<file path="src/pkg/wwd_pkg.sv">
// package of the windowed watchdog: map, fields, reset values, carriers
// assumes a single pclk domain and a 32-bit apb slave port
`default_nettype none

package wwd_pkg;

  ////////////////////////////////////////////////////////////////////////
  // register map
  localparam int unsigned ADDR_W = 8;
  localparam logic [7:0]  OFS_RESTART_CMD = 8'h00;
  localparam logic [7:0]  OFS_MODE_ONCE   = 8'h04;
  localparam logic [7:0]  OFS_FAULT_FLAGS = 8'h08;

  ////////////////////////////////////////////////////////////////////////
  // mode register fields
  localparam logic [31:0] MODE_RESET   = 32'h3FFF_2FFF;
  localparam logic [31:0] MODE_WMASK   = 32'h3FFF_FFFF;
  localparam int unsigned LOAD_LSB     = 0;
  localparam int unsigned LOAD_MSB     = 11;
  localparam int unsigned FIEN_BIT     = 12;
  localparam int unsigned RSTEN_BIT    = 13;
  localparam int unsigned PROCSEL_BIT  = 14;
  localparam int unsigned DIS_BIT      = 15;
  localparam int unsigned DELTA_LSB    = 16;
  localparam int unsigned DELTA_MSB    = 27;
  localparam int unsigned DBGHLT_BIT   = 28;
  localparam int unsigned IDLEHLT_BIT  = 29;

  ////////////////////////////////////////////////////////////////////////
  // restart command and status fields
  localparam int unsigned KEY_LSB      = 24;
  localparam int unsigned KEY_MSB      = 31;
  localparam logic [7:0]  KEY_VALUE    = 8'hA5;
  localparam int unsigned RESTART_BIT  = 0;
  localparam int unsigned UNF_BIT      = 0;
  localparam int unsigned ERR_BIT      = 1;
  localparam logic [31:0] FLAGS_RESET  = 32'h0000_0000;

  ////////////////////////////////////////////////////////////////////////
  // counter and prescaler
  localparam int unsigned CNT_W        = 12;
  localparam int unsigned PRE_DIV      = 128;
  localparam int unsigned PRE_W        = 7;
  localparam logic [6:0]  PRE_LAST     = 7'(PRE_DIV - 1);
  localparam int unsigned SYNC_W       = 3;

  ////////////////////////////////////////////////////////////////////////
  // carriers
  typedef struct packed {
    logic              psel;
    logic              penable;
    logic              pwrite;
    logic [ADDR_W-1:0] paddr;
    logic [31:0]       pwdata;
  } wwd_apb_req_t;

  typedef struct packed {
    logic [31:0] prdata;
    logic        pready;
    logic        pslverr;
  } wwd_apb_rsp_t;

  typedef struct packed {
    logic [31:0]      mode;
    logic             written;
    logic [CNT_W-1:0] count;
    logic             unf;
    logic             err;
    logic             fault;
    logic [31:0]      rdata;
  } wwd_state_t;

  typedef struct packed {
    logic [PRE_W-1:0] div;
    logic             slow_prev;
    logic             tick;
  } wwd_pre_state_t;

  typedef struct packed {
    logic [SYNC_W-1:0] meta;
    logic [SYNC_W-1:0] sync;
  } wwd_sync_state_t;

endpackage : wwd_pkg

`default_nettype wire

</file>
<file path="src/design/wwd_top.sv">
// windowed watchdog: apb registers, 12-bit down counter, fault outputs
// assumes presetn is the processor reset, also driven on watchdog reset
// assumes slow_clk, proc_debug and sys_idle are plain asynchronous levels
//
// The APB interface to the registers was decided locally.
`default_nettype none

// Operation
// - twelve-bit down counter reloads from the counter load value field.
// - counter decrements once per slow clock divided by 128.
// - after processor reset load value is 0xFFF, counter runs, reset on.
// - mode register resets to 0x3FFF_2FFF; window open over whole range.
// - mode register takes one write after reset, later writes ignored.
// - accepted mode write reloads counter and restarts with new settings.
// - valid restart reloads counter and restarts the divide-by-128.
// - control write needs key 0xA5 in bits 31:24, bit 0 restarts.
// - underflow sets sticky flag; with reset enable asserts fault.
// - restart above delta sets error and fault, even when disabled.
// - delta not below load value lets restart anywhere, never errors.
// - interrupt enable gates underflow or error onto the interrupt.
// - with reset enable, fault requests processor reset or all resets by select bit.
// - watchdog reset resets processor and watchdog, clears both flags.
// - status read or reset clears flags, interrupt and fault.
// - counter stops in debug or idle when the matching halt bit is set.
// - disable bit stops the counter; clearing it enables the timer.
// - mode fields: load 11:0, enables 12-13, select 14, disable 15, delta 27:16, halts 28-29.
// - status holds underflow in bit 0 and error in bit 1, sticky.
module wwd_top (
  input  wire logic                  pclk,
  input  wire logic                  presetn,
  input  wire wwd_pkg::wwd_apb_req_t apb_req,
  output wwd_pkg::wwd_apb_rsp_t      apb_rsp,
  input  wire logic                  slow_clk,
  input  wire logic                  proc_debug,
  input  wire logic                  sys_idle,
  output logic                       wdt_fault,
  output logic                       wdt_irq,
  output logic                       proc_reset_req,
  output logic                       all_reset_req
);

  ////////////////////////////////////////////////////////////////////////
  // declarations
  wwd_pkg::wwd_state_t               st_ff;
  wwd_pkg::wwd_state_t               nxt_st;
  logic [wwd_pkg::SYNC_W-1:0]        async_in;
  logic [wwd_pkg::SYNC_W-1:0]        sync_out;
  logic                              slow_s;
  logic                              debug_s;
  logic                              idle_s;
  logic                              tick;
  logic                              pre_restart;
  logic                              setup;
  logic                              access;
  logic                              sel_cmd;
  logic                              sel_mode;
  logic                              sel_flags;
  logic                              mapped;
  logic                              wr_cmd;
  logic                              wr_mode;
  logic                              rd_flags;
  logic                              key_ok;
  logic                              restart_req;
  logic                              in_window;
  logic                              window_off;
  logic                              restart_ok;
  logic                              restart_bad;
  logic                              mode_accept;
  logic                              halted;
  logic                              running;
  logic                              unf_evt;
  logic                              err_evt;
  logic                              clr_unf;
  logic                              clr_err;
  logic [wwd_pkg::CNT_W-1:0]         load_val;
  logic [wwd_pkg::CNT_W-1:0]         delta_val;
  logic [wwd_pkg::CNT_W-1:0]         new_load;
  logic [31:0]                       rd_mux;

  ////////////////////////////////////////////////////////////////////////
  // synchronisers and prescaler
  assign async_in = {sys_idle, proc_debug, slow_clk};

  wwd_sync u_sync (
    .pclk    (pclk),
    .presetn (presetn),
    .din     (async_in),
    .dout    (sync_out)
  );

  assign slow_s  = sync_out[0];
  assign debug_s = sync_out[1];
  assign idle_s  = sync_out[2];

  wwd_prescale u_pre (
    .pclk    (pclk),
    .presetn (presetn),
    .slow_s  (slow_s),
    .restart (pre_restart),
    .tick    (tick)
  );

  ////////////////////////////////////////////////////////////////////////
  // apb decode
  assign setup     = apb_req.psel & ~apb_req.penable;
  assign access    = apb_req.psel & apb_req.penable;
  assign sel_cmd   = apb_req.paddr == wwd_pkg::OFS_RESTART_CMD;
  assign sel_mode  = apb_req.paddr == wwd_pkg::OFS_MODE_ONCE;
  assign sel_flags = apb_req.paddr == wwd_pkg::OFS_FAULT_FLAGS;
  assign mapped    = sel_cmd | sel_mode | sel_flags;

  assign wr_cmd    = access & apb_req.pwrite & sel_cmd;
  assign wr_mode   = access & apb_req.pwrite & sel_mode;
  assign rd_flags  = access & ~apb_req.pwrite & sel_flags;

  ////////////////////////////////////////////////////////////////////////
  // mode fields
  assign load_val  = st_ff.mode[wwd_pkg::LOAD_MSB:wwd_pkg::LOAD_LSB];
  assign delta_val =
    st_ff.mode[wwd_pkg::DELTA_MSB:wwd_pkg::DELTA_LSB];
  assign new_load  = apb_req.pwdata[wwd_pkg::LOAD_MSB:wwd_pkg::LOAD_LSB];

  ////////////////////////////////////////////////////////////////////////
  // restart command and window check
  assign key_ok =
    apb_req.pwdata[wwd_pkg::KEY_MSB:wwd_pkg::KEY_LSB]
      == wwd_pkg::KEY_VALUE;
  assign restart_req =
    wr_cmd & key_ok & apb_req.pwdata[wwd_pkg::RESTART_BIT];
  assign window_off  = delta_val >= load_val;
  assign in_window   = st_ff.count <= delta_val;
  assign restart_ok  = restart_req & (in_window | window_off);
  assign restart_bad = restart_req & ~in_window & ~window_off;

  ////////////////////////////////////////////////////////////////////////
  // one-time mode write
  assign mode_accept = wr_mode & ~st_ff.written;
  assign pre_restart = restart_ok | mode_accept;

  ////////////////////////////////////////////////////////////////////////
  // run control
  assign halted =
    (st_ff.mode[wwd_pkg::DBGHLT_BIT] & debug_s) |
    (st_ff.mode[wwd_pkg::IDLEHLT_BIT] & idle_s);
  assign running = ~st_ff.mode[wwd_pkg::DIS_BIT] & ~halted;
  assign unf_evt =
    running & tick & ~pre_restart & (st_ff.count == '0);
  assign err_evt = restart_bad;

  ////////////////////////////////////////////////////////////////////////
  // status read clears only what the read reported
  assign clr_unf = rd_flags & st_ff.rdata[wwd_pkg::UNF_BIT];
  assign clr_err = rd_flags & st_ff.rdata[wwd_pkg::ERR_BIT];

  ////////////////////////////////////////////////////////////////////////
  // read data, sampled in the setup cycle
  always_comb begin
    rd_mux = 32'h0000_0000;
    case (apb_req.paddr)
      wwd_pkg::OFS_MODE_ONCE: begin
        rd_mux = st_ff.mode;
      end
      wwd_pkg::OFS_FAULT_FLAGS: begin
        rd_mux[wwd_pkg::UNF_BIT] = st_ff.unf;
        rd_mux[wwd_pkg::ERR_BIT] = st_ff.err;
      end
      default: begin
        rd_mux = 32'h0000_0000;
      end
    endcase
  end

  ////////////////////////////////////////////////////////////////////////
  // next state
  always_comb begin
    nxt_st = st_ff;

    if (setup && !apb_req.pwrite) begin
      nxt_st.rdata = rd_mux;
    end

    if (mode_accept) begin
      nxt_st.mode    = apb_req.pwdata & wwd_pkg::MODE_WMASK;
      nxt_st.written = 1'b1;
      nxt_st.count   = new_load;
    end else if (restart_ok) begin
      nxt_st.count = load_val;
    end else if (running && tick) begin
      if (st_ff.count == '0) begin
        nxt_st.count = load_val;
      end else begin
        nxt_st.count = st_ff.count - 12'h001;
      end
    end

    nxt_st.unf = (st_ff.unf & ~clr_unf) | unf_evt;
    nxt_st.err = (st_ff.err & ~clr_err) | err_evt;

    if (rd_flags) begin
      nxt_st.fault = 1'b0;
    end
    if ((unf_evt && st_ff.mode[wwd_pkg::RSTEN_BIT]) || err_evt) begin
      nxt_st.fault = 1'b1;
    end
  end

  ////////////////////////////////////////////////////////////////////////
  // state register; reset also covers a watchdog-triggered reset
  always_ff @(posedge pclk or negedge presetn) begin
    if (!presetn) begin
      st_ff.mode    <= wwd_pkg::MODE_RESET;
      st_ff.written <= 1'b0;
      st_ff.count   <= wwd_pkg::MODE_RESET[11:0];
      st_ff.unf     <= 1'b0;
      st_ff.err     <= 1'b0;
      st_ff.fault   <= 1'b0;
      st_ff.rdata   <= wwd_pkg::FLAGS_RESET;
    end else begin
      st_ff <= nxt_st;
    end
  end

  ////////////////////////////////////////////////////////////////////////
  // outputs
  assign apb_rsp.prdata  = st_ff.rdata;
  assign apb_rsp.pready  = 1'b1;
  assign apb_rsp.pslverr = access & ~mapped;

  assign wdt_fault = st_ff.fault;
  assign wdt_irq   =
    st_ff.mode[wwd_pkg::FIEN_BIT] & (st_ff.unf | st_ff.err);
  assign proc_reset_req =
    st_ff.fault & st_ff.mode[wwd_pkg::RSTEN_BIT]
    & st_ff.mode[wwd_pkg::PROCSEL_BIT];
  assign all_reset_req =
    st_ff.fault & st_ff.mode[wwd_pkg::RSTEN_BIT]
    & ~st_ff.mode[wwd_pkg::PROCSEL_BIT];

endmodule : wwd_top

`default_nettype wire

</file>
<file path="src/design/wwd_sync.sv">
// two-flop synchroniser for slow clock, debug and idle levels
// assumes inputs may change at any time relative to pclk
`default_nettype none

module wwd_sync (
  input  wire logic                      pclk,
  input  wire logic                      presetn,
  input  wire logic [wwd_pkg::SYNC_W-1:0] din,
  output logic      [wwd_pkg::SYNC_W-1:0] dout
);

  wwd_pkg::wwd_sync_state_t st_ff;
  wwd_pkg::wwd_sync_state_t nxt_st;

  ////////////////////////////////////////////////////////////////////////
  // first stage feeds only the second
  always_comb begin
    nxt_st      = st_ff;
    nxt_st.meta = din;
    nxt_st.sync = st_ff.meta;
  end

  always_ff @(posedge pclk or negedge presetn) begin
    if (!presetn) begin
      st_ff <= '0;
    end else begin
      st_ff <= nxt_st;
    end
  end

  assign dout = st_ff.sync;

endmodule : wwd_sync

`default_nettype wire

</file>
<file path="src/design/wwd_prescale.sv">
// divide-by-128 prescaler of synchronised slow clock edges
// assumes slow_s is already synchronised to pclk
`default_nettype none

module wwd_prescale (
  input  wire logic pclk,
  input  wire logic presetn,
  input  wire logic slow_s,
  input  wire logic restart,
  output logic      tick
);

  wwd_pkg::wwd_pre_state_t st_ff;
  wwd_pkg::wwd_pre_state_t nxt_st;
  logic                    slow_rise;

  ////////////////////////////////////////////////////////////////////////
  // count slow edges, pulse tick on the 128th
  always_comb begin
    nxt_st           = st_ff;
    slow_rise        = slow_s & ~st_ff.slow_prev;
    nxt_st.slow_prev = slow_s;
    nxt_st.tick      = 1'b0;
    if (restart) begin
      nxt_st.div = '0;
    end else if (slow_rise) begin
      if (st_ff.div == wwd_pkg::PRE_LAST) begin
        nxt_st.div  = '0;
        nxt_st.tick = 1'b1;
      end else begin
        nxt_st.div = st_ff.div + 7'h01;
      end
    end
  end

  always_ff @(posedge pclk or negedge presetn) begin
    if (!presetn) begin
      st_ff <= '0;
    end else begin
      st_ff <= nxt_st;
    end
  end

  assign tick = st_ff.tick;

endmodule : wwd_prescale

`default_nettype wire

</file>
<file path="config.mk">
export PLATFORM = sky130hd
export DESIGN_NAME = wwd_top
export DESIGN_NICKNAME = d
export VERILOG_FILES = /design/src/pkg/wwd_pkg.sv /design/src/design/wwd_top.sv /design/src/design/wwd_sync.sv /design/src/design/wwd_prescale.sv
export SDC_FILE = /design/constraint.sdc
export NUM_CORES = 1
export LEC_CHECK = 0
export BUFFER_PORTS_ARGS = -buffer_cell sky130_fd_sc_hd__buf_4
export CAP_MARGIN = 20
export CORE_ASPECT_RATIO = 1.25
export CORE_MARGIN = 2
export CORE_UTILIZATION = 56
export DETAILED_ROUTE_END_ITERATION = 16
export PLACE_DENSITY_LB_ADDON = 0.25
export SLEW_MARGIN = 15
export SYNTH_ARGS = -nofsm -noshare
export SYNTH_HDL_FRONTEND = slang
export SYNTH_HIERARCHICAL = 1
export SYNTH_SLANG_ARGS = --single-unit
</file>
<file path="constraint.sdc">
create_clock -name pclk -period 4 [get_ports pclk]
set_input_delay 0.8 -clock pclk [delete_from_list [all_inputs] [get_ports pclk]]
set_output_delay 0.8 -clock pclk [all_outputs]
set_load 0.03 [all_outputs]
</file>
==> results.toml, run 1 <==
[placed_design]
dpl_worst_slack_ps = 687.1
hpwl_mm = 8.064
place_congestion = 0.8614
io_buffer_count = 82

[drt]
via_per_inst = 5.477
routedWlPerCell_um = 14.98
routed_wl_mm = 10.58
drtIter0Drc = 166
drc = 0
ant_nets = 0
dr.pass1.iters = 5
num_vias = 3867

[synthesis]
ys_ff_latch = 91
synth_flop_cell = "dfrtp_1"
synthCells = 534
synth_area_sq_um = 4940
yosysSeqAreaShare_pct = 47.09
ys_async_sr_fraction_pct = 100.0
synth.distinct_cells = 52
synth-edff-count = 0
synth_warnings = 6
syn_area_per_cell_sq_um = 9.250

[floorplan]
dieArea_sq_um = 9593
rows = 38
core_sq_um = 8606
dieHeight_um = 109.0
start_util_pct = 57.40
die_x_um = 88.01
ioPinCount = 86

[cts]
clk_path_buf_depth = 2
cts_made_buffers = 9
hold_buffers = 0
htreeDepth = 3
cts_root_buffer = "clkbuf_8"
cts.sinks = 91
clk_latency_ps = 360
cts_resized = 0
clkTransAtPathRegs_ps = 80
cts_setup_buffers = 0
tritoncts = "yes"

[cells_and_area]
regArea_sq_um = 2326
final_cell_mix = "131 x nand2_1, 89 x buf_4, 52 x dfrtp_1, 39 x dfstp_2, 34 x o21ai_0"
multi_input_area_sq_um = 2191
final_common_cell = "nand2_1"
fillers = 693
n_antenna_cell = 0
syn_to_final_growth_pct = 14.29
nets = 656
drive_gt1_share_pct = 27.30

[job]
drv_cap = 0

[power]
max-vdd-ir-drop_mv = 0.3826
power_density_nw_per_um2 = 367.2
power.leakage_uw = 0.002702

[setup_path]
required_ps = 4280
crit_path_max_fanout = 10
end_kind = "register"
worst-setup-path-type = "reg2reg"
startpoint_type = "register"
crit_arrival_ps = 3570

[outcome]
outcome = "finished, final reports clean"

[sta]
tns_ps = 0
setup_violations = 0
min_period_ps = 3294
drv_slew = 0
worstMarginPinSlew_ps = 734.5
fmax_ghz = 0.3036
grt_setup_unrepaired = "false"
hold_violations = 0
final.period_utilization_pct = 82.34
skew_ps = 9.901
fin_ws_ps = 706.2
relSlewSlack_pct = 50.90

[global_routing]
grt_pass1_wl_mm = 17.71
antenna_found_initial = 0
grt_max_degree = 57
gr-total-overflow = 0
grt_pass1_vias = 3796
track_usage_pct = 24.07

[hold_path]
min_path_type = "reg2reg"
==> power breakdown <==
group | internal [uW] | switching (uW)
Sequential | 1020 | 81.8
Clock | 338 | 311
Combinational | 154 | 171
Total | 1510 | 564
==> cell families after synthesis <==
logic type / Yosys count / synth area share (%)
AO/OA/AOI/OAI: 101 / 13.42
flip-flops: 91 / 47.09
other: 2 / 0.1520
XOR/XNOR: 10 / 1.773
multiplexers: 11 / 2.457
AND/OR/NAND/NOR: 212 / 19.53
buffers and inverters: 80 / 8.738
adder cells (fa/ha/maj): 27 / 6.839
==> sequential cells by signal (all words and copies together) (netlist names) <==
| name | count |
|---|---|
| apb_rsp | 30 |
| st_ff | 21 |
| delta_val | 12 |
| load_val | 12 |
| u_pre/st_ff | 8 |
| u_sync/dout | 3 |
| u_sync/nxt_st | 3 |
| u_pre/tick | 1 |
| wdt_fault | 1 |
==> path summary, 6_finish.rpt <==
kind / start / endpoint / slack, ps / depth (start not counted)
worst max register to register: delta_val[5]$_DFFE_PN1P_ / u_pre/st_ff[7]$_DFFE_PN0P_ / 710 / 11
worst min-delay path: u_sync/nxt_st[2]$_DFF_PN0_ / u_sync/dout[2]$_DFF_PN0_ / 360 / 0
worst min register to register: u_sync/nxt_st[2]$_DFF_PN0_ / u_sync/dout[2]$_DFF_PN0_ / 360 / 0
min in group asynchronous: presetn / apb_rsp[9]$_DFFE_PN0P_ / 480 / 1
max in group asynchronous: presetn / delta_val[3]$_DFFE_PN1P_ / 2740 / 2
worst max-delay path: delta_val[5]$_DFFE_PN1P_ / u_pre/st_ff[7]$_DFFE_PN0P_ / 710 / 11
==> cells in the mapped netlist, types with 5 or more instances <==
master | number | area (sq um)
dfrtp_1 | 52 | 1301
a21o_1 | 6 | 45.04
xor2_1 | 8 | 70.07
nand4_1 | 5 | 31.28
nand3_1 | 8 | 40.04
ha_1 | 27 | 337.8
dfstp_2 | 39 | 1025
clkbuf_1 | 16 | 60.06
a21oi_1 | 11 | 55.05
inv_1 | 26 | 97.59
buf_4 | 34 | 255.2
o21ai_0 | 34 | 170.2
or3_1 | 5 | 31.28
nor2_1 | 24 | 90.09
nor3_1 | 11 | 55.05
nand2_1 | 131 | 491.7
o31ai_1 | 24 | 180.2
a31oi_1 | 9 | 56.30
mux2_2 | 5 | 56.30
nor4_1 | 6 | 37.54
==> layer usage <==
metal	up-vias	routed length (um)	GRT usage [%]
met5	-	0	0
met2	108	5041	37.93
met1	1835	4743	32.41
li1	1896	-	-
met4	0	333	12.09
met3	28	456	3.407
==> critical path, stage by stage, from the launching register on <==
cell       delay [ps]
dfstp_2           540
inv_1              70
ha_1              300
a21o_1            180
nand3_1            80
a21oi_1            70
or4_1             570
a31o_2            270
nand2_1           290
o2111ai_2         210
or3_1             400
a211oi_2          230
==> layout make-up <==
type                    count  share of cell area (%)
flip-flops and latches     91                   41.20
multi-input cells         364                   38.81
clock inverters             4                  0.8422
well taps                 120                   2.660
inverters                  26                   1.729
repair buffers             89                   11.84
clock buffers              12                   2.926
==> through the flow <==
step | util [%] | std cells | hold slack [ps] | cell area (sq um) | power (uW)
2_1_floorplan | - | 535 | 331.2 | 4943 | 1311
3_3_place_gp | 63.13 | 690 | 335.2 | 5433 | 1416
3_5_place_dp | 63.13 | 690 | 337.9 | 5433 | 1436
4_1_cts | 65.60 | 706 | 357.4 | 5645 | 2085
5_1_grt | 65.60 | 706 | 365.8 | 5645 | 2189
6_report | 65.60 | 706 | 355.8 | 5645 | 2073
Note: power is estimated with default switching activity, not from simulation.
==> run 2: changes to the inputs <==
--- a/config.mk
+++ b/config.mk
@@ -9,7 +9,7 @@
 export CAP_MARGIN = 20
 export CORE_ASPECT_RATIO = 1.25
 export CORE_MARGIN = 2
-export CORE_UTILIZATION = 56
+export CORE_UTILIZATION = 51
 export DETAILED_ROUTE_END_ITERATION = 16
 export PLACE_DENSITY_LB_ADDON = 0.25
 export SLEW_MARGIN = 15
==> constraint.sdc (replaced) <==
create_clock -name pclk -period 2.9 [get_ports pclk]
set_input_delay 0.58 -clock pclk [delete_from_list [all_inputs] [get_ports pclk]]
set_output_delay 0.58 -clock pclk [all_outputs]
set_load 0.03 [all_outputs]
==> results.toml, run 2 (synthesis gave the netlist of run 1 again) <==
[outcome]
outcome = "finished, final reports clean"

[sta]
fmax_ghz = 0.3595
fin_hold_ws_ps = 237.7
setup_violations = 0
min_period_ps = 2782
hold_violations = 0
skew_ps = 6.261
final.period_utilization_pct = 95.92
relSlewSlack_pct = 61.19
worstMarginPinSlew_ps = 576.8
grt_setup_unrepaired = "false"
drv_slew = 0
tns_ps = 0

[floorplan]
die_x_um = 92.03
rows = 40
dieArea_sq_um = 10490
start_util_pct = 51.95
ioPinCount = 86
dieHeight_um = 114.0
core_sq_um = 9509

[drt]
routed_wl_mm = 10.81
via_per_inst = 5.337
dr.pass1.iters = 5
drtIter0Drc = 164
ant_nets = 0
routedWlPerCell_um = 15.05
num_vias = 3832
drc = 0

[setup_path]
cp_slowest_cell = "or4_4"
end_kind = "register"
worst-setup-path-type = "reg2reg"
critPathCapture = "u_pre/st_ff[7]$_DFFE_PN0P_"
slowest_delay_ps = 550
worstReg2RegStart = "delta_val[5]$_DFFE_PN1P_"
worstReg2RegEnd = "u_pre/st_ff[7]$_DFFE_PN0P_"
reg2regPathDepth = 11
crit_path_max_fanout = 3
path_buf_inv = 1
required_ps = 3150
r2r_slack_ps = 120
startpoint_type = "register"
worstPathCellList = "inv_1 -> ha_4 -> a21o_1 -> nand3_1 -> a21oi_1 -> or4_4 -> a31o_4 -> nand2_2 -> o2111ai_2 -> or3_1 -> a211oi_2"
path_delay_family = "simple AND/OR/NAND/NOR gates"
cp.depth = 11
crit_path_start = "delta_val[5]$_DFFE_PN1P_"
crit_arrival_ps = 3040

[cells_and_area]
n_antenna_cell = 0
final_common_cell = "nand2_1"
syn_to_final_growth_pct = 18.67
drive_gt1_share_pct = 28.72
final_cell_mix = "130 x nand2_1, 93 x buf_4, 52 x dfrtp_1, 39 x dfstp_2, 33 x o21ai_0"
largest_reg_flops = 30
nets = 663

[cts]
cts_made_buffers = 9
hold_buffers = 0
cts_root_buffer = "clkbuf_16"
cts.sinks = 91
clk_latency_ps = 340
clkTransAtPathRegs_ps = 60
htreeDepth = 3
clk_path_buf_depth = 2
tritoncts = "yes"

[placed_design]
place_congestion = 0.8506
io_buffer_count = 82
hpwl_mm = 8.188

[global_routing]
grt_max_degree = 55
track_usage_pct = 22.22
gr-total-overflow = 0
grt_pass1_vias = 3769
grt_pass1_wl_mm = 18.42
antenna_found_initial = 0

[job]
drv_cap = 0

[power]
power.leakage_uw = 0.002765
max-vdd-ir-drop_mv = 0.2887
power_density_nw_per_um2 = 520.2

[hold_path]
min_path_type = "in2async"
-- run 2: changes by cell type in the layout (fill, tap and decap cells not counted), sizes merged --
cell	delta
buf	+7
bufinv	-1
clkbuf	+1
clkinv	-1
-- run 2: what timing repair did --
item,in CTS,in global routing
gates resized for setup,3,3
setup endpoints to repair,2,1
pin swaps,3,4
buffers inserted,2,0
-- run 2: how the worst min path moves through the flow --
stage / depth (start not counted) / to / startpoint
CTS: 1 / apb_rsp[9]$_DFFE_PN0P_ / presetn
detailed placement: 0 / u_sync/dout[0]$_DFF_PN0_ / u_sync/nxt_st[0]$_DFF_PN0_
finish: 1 / apb_rsp[7]$_DFFE_PN0P_ / presetn
global placement: 0 / u_sync/dout[2]$_DFF_PN0_ / u_sync/nxt_st[2]$_DFF_PN0_
floorplan: 0 / apb_rsp[10]$_DFFE_PN0P_ / presetn
global route: 1 / apb_rsp[9]$_DFFE_PN0P_ / presetn
-- run 2: report_power, final --
part | total, uW | switching [uW] | internal, uW
clock network | 1070 | 446 | 621
registers | 1530 | 123 | 1410
logic | 453 | 229 | 224
total | 3050 | 798 | 2250
-- run 2: layout make-up --
cell class              instances  area [sq um]
flip-flops and latches         91          2326
well taps                     126         157.7
inverters                      26         97.59
fillers                       822          3647
multi-input cells             364          2250
clock buffers                  13         260.3
repair buffers                 96         758.2
clock inverters                 2         12.51
-- run 2: metrics by stage --
stage                     cells  util (%)  worst slack (ps)  area (sq um)  total power (uW)
after global routing        718     61.64             6.962          5862              3226
after CTS                   718     61.45             11.87          5843              3073
after global placement      701     58.00             85.69          5515              1960
final                       718     61.64             118.3          5862              3049
after floorplan             535         -             26.99          4960              1809
after detailed placement    701     58.00             13.42          5515              1983
-- run 2: metal layers --
layer / vias to the layer above / wire length (um) / GRT usage [%]
li1: 1904 / - / -
met1: 1843 / 4941 / 31.07
met2: 71 / 5299 / 35.25
met3: 14 / 399 / 3.897
met4: 0 / 166 / 7.662
met5: - / 0 / 0
==> run 3: changes to the inputs <==
--- a/config.mk
+++ b/config.mk
@@ -9,9 +9,10 @@
 export CAP_MARGIN = 20
 export CORE_ASPECT_RATIO = 1.25
 export CORE_MARGIN = 2
-export CORE_UTILIZATION = 51
+export CORE_UTILIZATION = 61
 export DETAILED_ROUTE_END_ITERATION = 16
-export PLACE_DENSITY_LB_ADDON = 0.25
+export PLACE_DENSITY = 0.94
+export RECOVER_POWER = 100
 export SLEW_MARGIN = 15
 export SYNTH_ARGS = -nofsm -noshare
 export SYNTH_HDL_FRONTEND = slang
==> constraint.sdc (replaced) <==
create_clock -name pclk -period 3.5 [get_ports pclk]
set_input_delay 0.7 -clock pclk [delete_from_list [all_inputs] [get_ports pclk]]
set_output_delay 0.7 -clock pclk [all_outputs]
set_load 0.03 [all_outputs]
==> results.toml, run 3 (synthesis gave the netlist of run 1 again) <==
[cts]
cts_made_buffers = 9
cts_root_buffer = "clkbuf_8"
cts_setup_buffers = 0
cts.sinks = 91
htreeDepth = 3
hold_buffers = 0
tritoncts = "yes"
clk_latency_ps = 370
clk_path_buf_depth = 2
clkTransAtPathRegs_ps = 80
cts_resized = 0

[placed_design]
dp.cells = 667
place_congestion = 0.8803
postPlaceCellArea_sq_um = 5416
hpwl_mm = 8.531
io_buffer_count = 82

[cells_and_area]
instances_no_fill = 683
syn_to_final_growth_pct = 10.64
n_antenna_cell = 0
final_cell_mix = "131 x nand2_1, 52 x dfrtp_1, 46 x buf_4, 42 x clkbuf_1, 36 x dfstp_2"
largest_reg_flops = 30
nets = 658
final_common_cell = "nand2_1"
design_area_sq_um = 5465
drive_gt1_share_pct = 19.39
fillers = 586

[setup_path]
cp_slowest_cell = "nor4_1"
path_delay_family = "simple AND/OR/NAND/NOR gates"
path_buf_inv = 2
crit_path_start = "load_val[5]$_DFFE_PN1P_"
worstReg2RegStart = "load_val[5]$_DFFE_PN1P_"
r2r_slack_ps = 260
end_kind = "register"
slowest_delay_ps = 560
crit_arrival_ps = 3530
required_ps = 3790
worst-setup-path-type = "reg2reg"
crit_path_max_fanout = 20
worstPathCellList = "inv_1 -> ha_1 -> a21o_1 -> nand2_1 -> a21oi_1 -> nor4_1 -> a31o_2 -> nand3_1 -> clkbuf_4 -> a31oi_1"
startpoint_type = "register"

[outcome]
outcome = "finished with violations"
violations = "max-capacitance violations, max-slew violations"

[hold_path]
hp-start = "u_sync/nxt_st[0]$_DFF_PN0_"
min_path_type = "reg2reg"

[power]
p_clk_share_pct = 32.2
p_int_uw = 1758
p_sw_uw = 652.5
power_density_nw_per_um2 = 441.1
swShare_pct = 27.07
p_comb_share_pct = 15.4
power.leakage_uw = 0.002544
p_seq_share_pct = 52.3
max-vdd-ir-drop_mv = 0.3342

[drt]
via_per_inst = 5.798
dr.pass1.iters = 5
drc = 0
routedWlPerCell_um = 16.98
routed_wl_mm = 11.60
ant_nets = 0
num_vias = 3960
drtIter0Drc = 227

[sta]
hold_violations = 0
relSlewSlack_pct = -29.62
skew_ps = 4.456
min_period_ps = 3238
final.period_utilization_pct = 92.52
drv_slew = 81
fmax_ghz = 0.3088
tns_ps = 0
setup_violations = 0
worstMarginPinSlew_ps = 1944
grt_setup_unrepaired = "false"

[global_routing]
grt_pass1_wl_mm = 19.16
track_usage_pct = 27.11
busiest_layer = "met2"
grtUsageMet1_pct = 35.92
gr-total-overflow = 0
grt_max_degree = 81
use_met2_pct = 43.76
antenna_found_initial = 0
use_met3_pct = 3.712
grt_pass1_vias = 4081

[floorplan]
dieArea_sq_um = 8839
ioPinCount = 86
start_util_pct = 63.03
die_x_um = 84.49
rows = 36
core_sq_um = 7838
dieHeight_um = 104.6

[job]
drv_cap = 1
run 3: power groups by stage:
stage	Clock (uW)	Sequential (uW)	Combinational [uW]
6_report	777	1260	372
5_1_grt	827	1270	420
4_1_cts	785	1260	376
3_5_place_dp	0	1280	373
3_3_place_gp	0	1270	344
2_1_floorplan	0	1250	251
run 3: cell type report:
class | instances | area, sq um | area share, %
clock buffer | 14 | 152.6 | 2.793
multi-input combinational | 364 | 2175 | 39.79
inverter | 26 | 97.59 | 1.786
timing repair buffer | 91 | 535.5 | 9.799
sequential | 91 | 2326 | 42.56
clock inverter | 2 | 60.06 | 1.099
tap | 95 | 118.9 | 2.175
run 3: path summary, 6_finish.rpt:
kind / end / cells after the start
setup / recovery: st_ff[42]$_DFFE_PN1P_ / 10
min in group asynchronous: apb_rsp[8]$_DFFE_PN0P_ / 1
max in group asynchronous: st_ff[41]$_DFFE_PN1P_ / 2
setup reg to reg: st_ff[42]$_DFFE_PN1P_ / 10
hold / removal: u_sync/dout[0]$_DFF_PN0_ / 0
hold reg to reg: u_sync/dout[0]$_DFF_PN0_ / 0
run 3: through the flow:
stage	utilization, %	hold slack, ps	setup slack [ps]	total power, uW
3_3_place_gp	69.11	333.8	542.9	1614
5_1_grt	69.73	370.9	70.70	2516
4_1_cts	71.82	359.3	304.7	2420
2_1_floorplan	-	331.2	472.8	1498
3_5_place_dp	69.11	341.2	347.1	1649
6_report	69.73	355.3	261.7	2411
run 3: layer usage:
| metal | vias up | wire length [um] | part of all wire [%] |
|---|---|---|---|
| li1 | 1884 | - | - |
| met3 | 29 | 537 | 4.6 |
| met1 | 1891 | 4883 | 42 |
| met4 | 0 | 333 | 2.9 |
| met5 | - | 0 | 0 |
| met2 | 156 | 5843 | 50 |
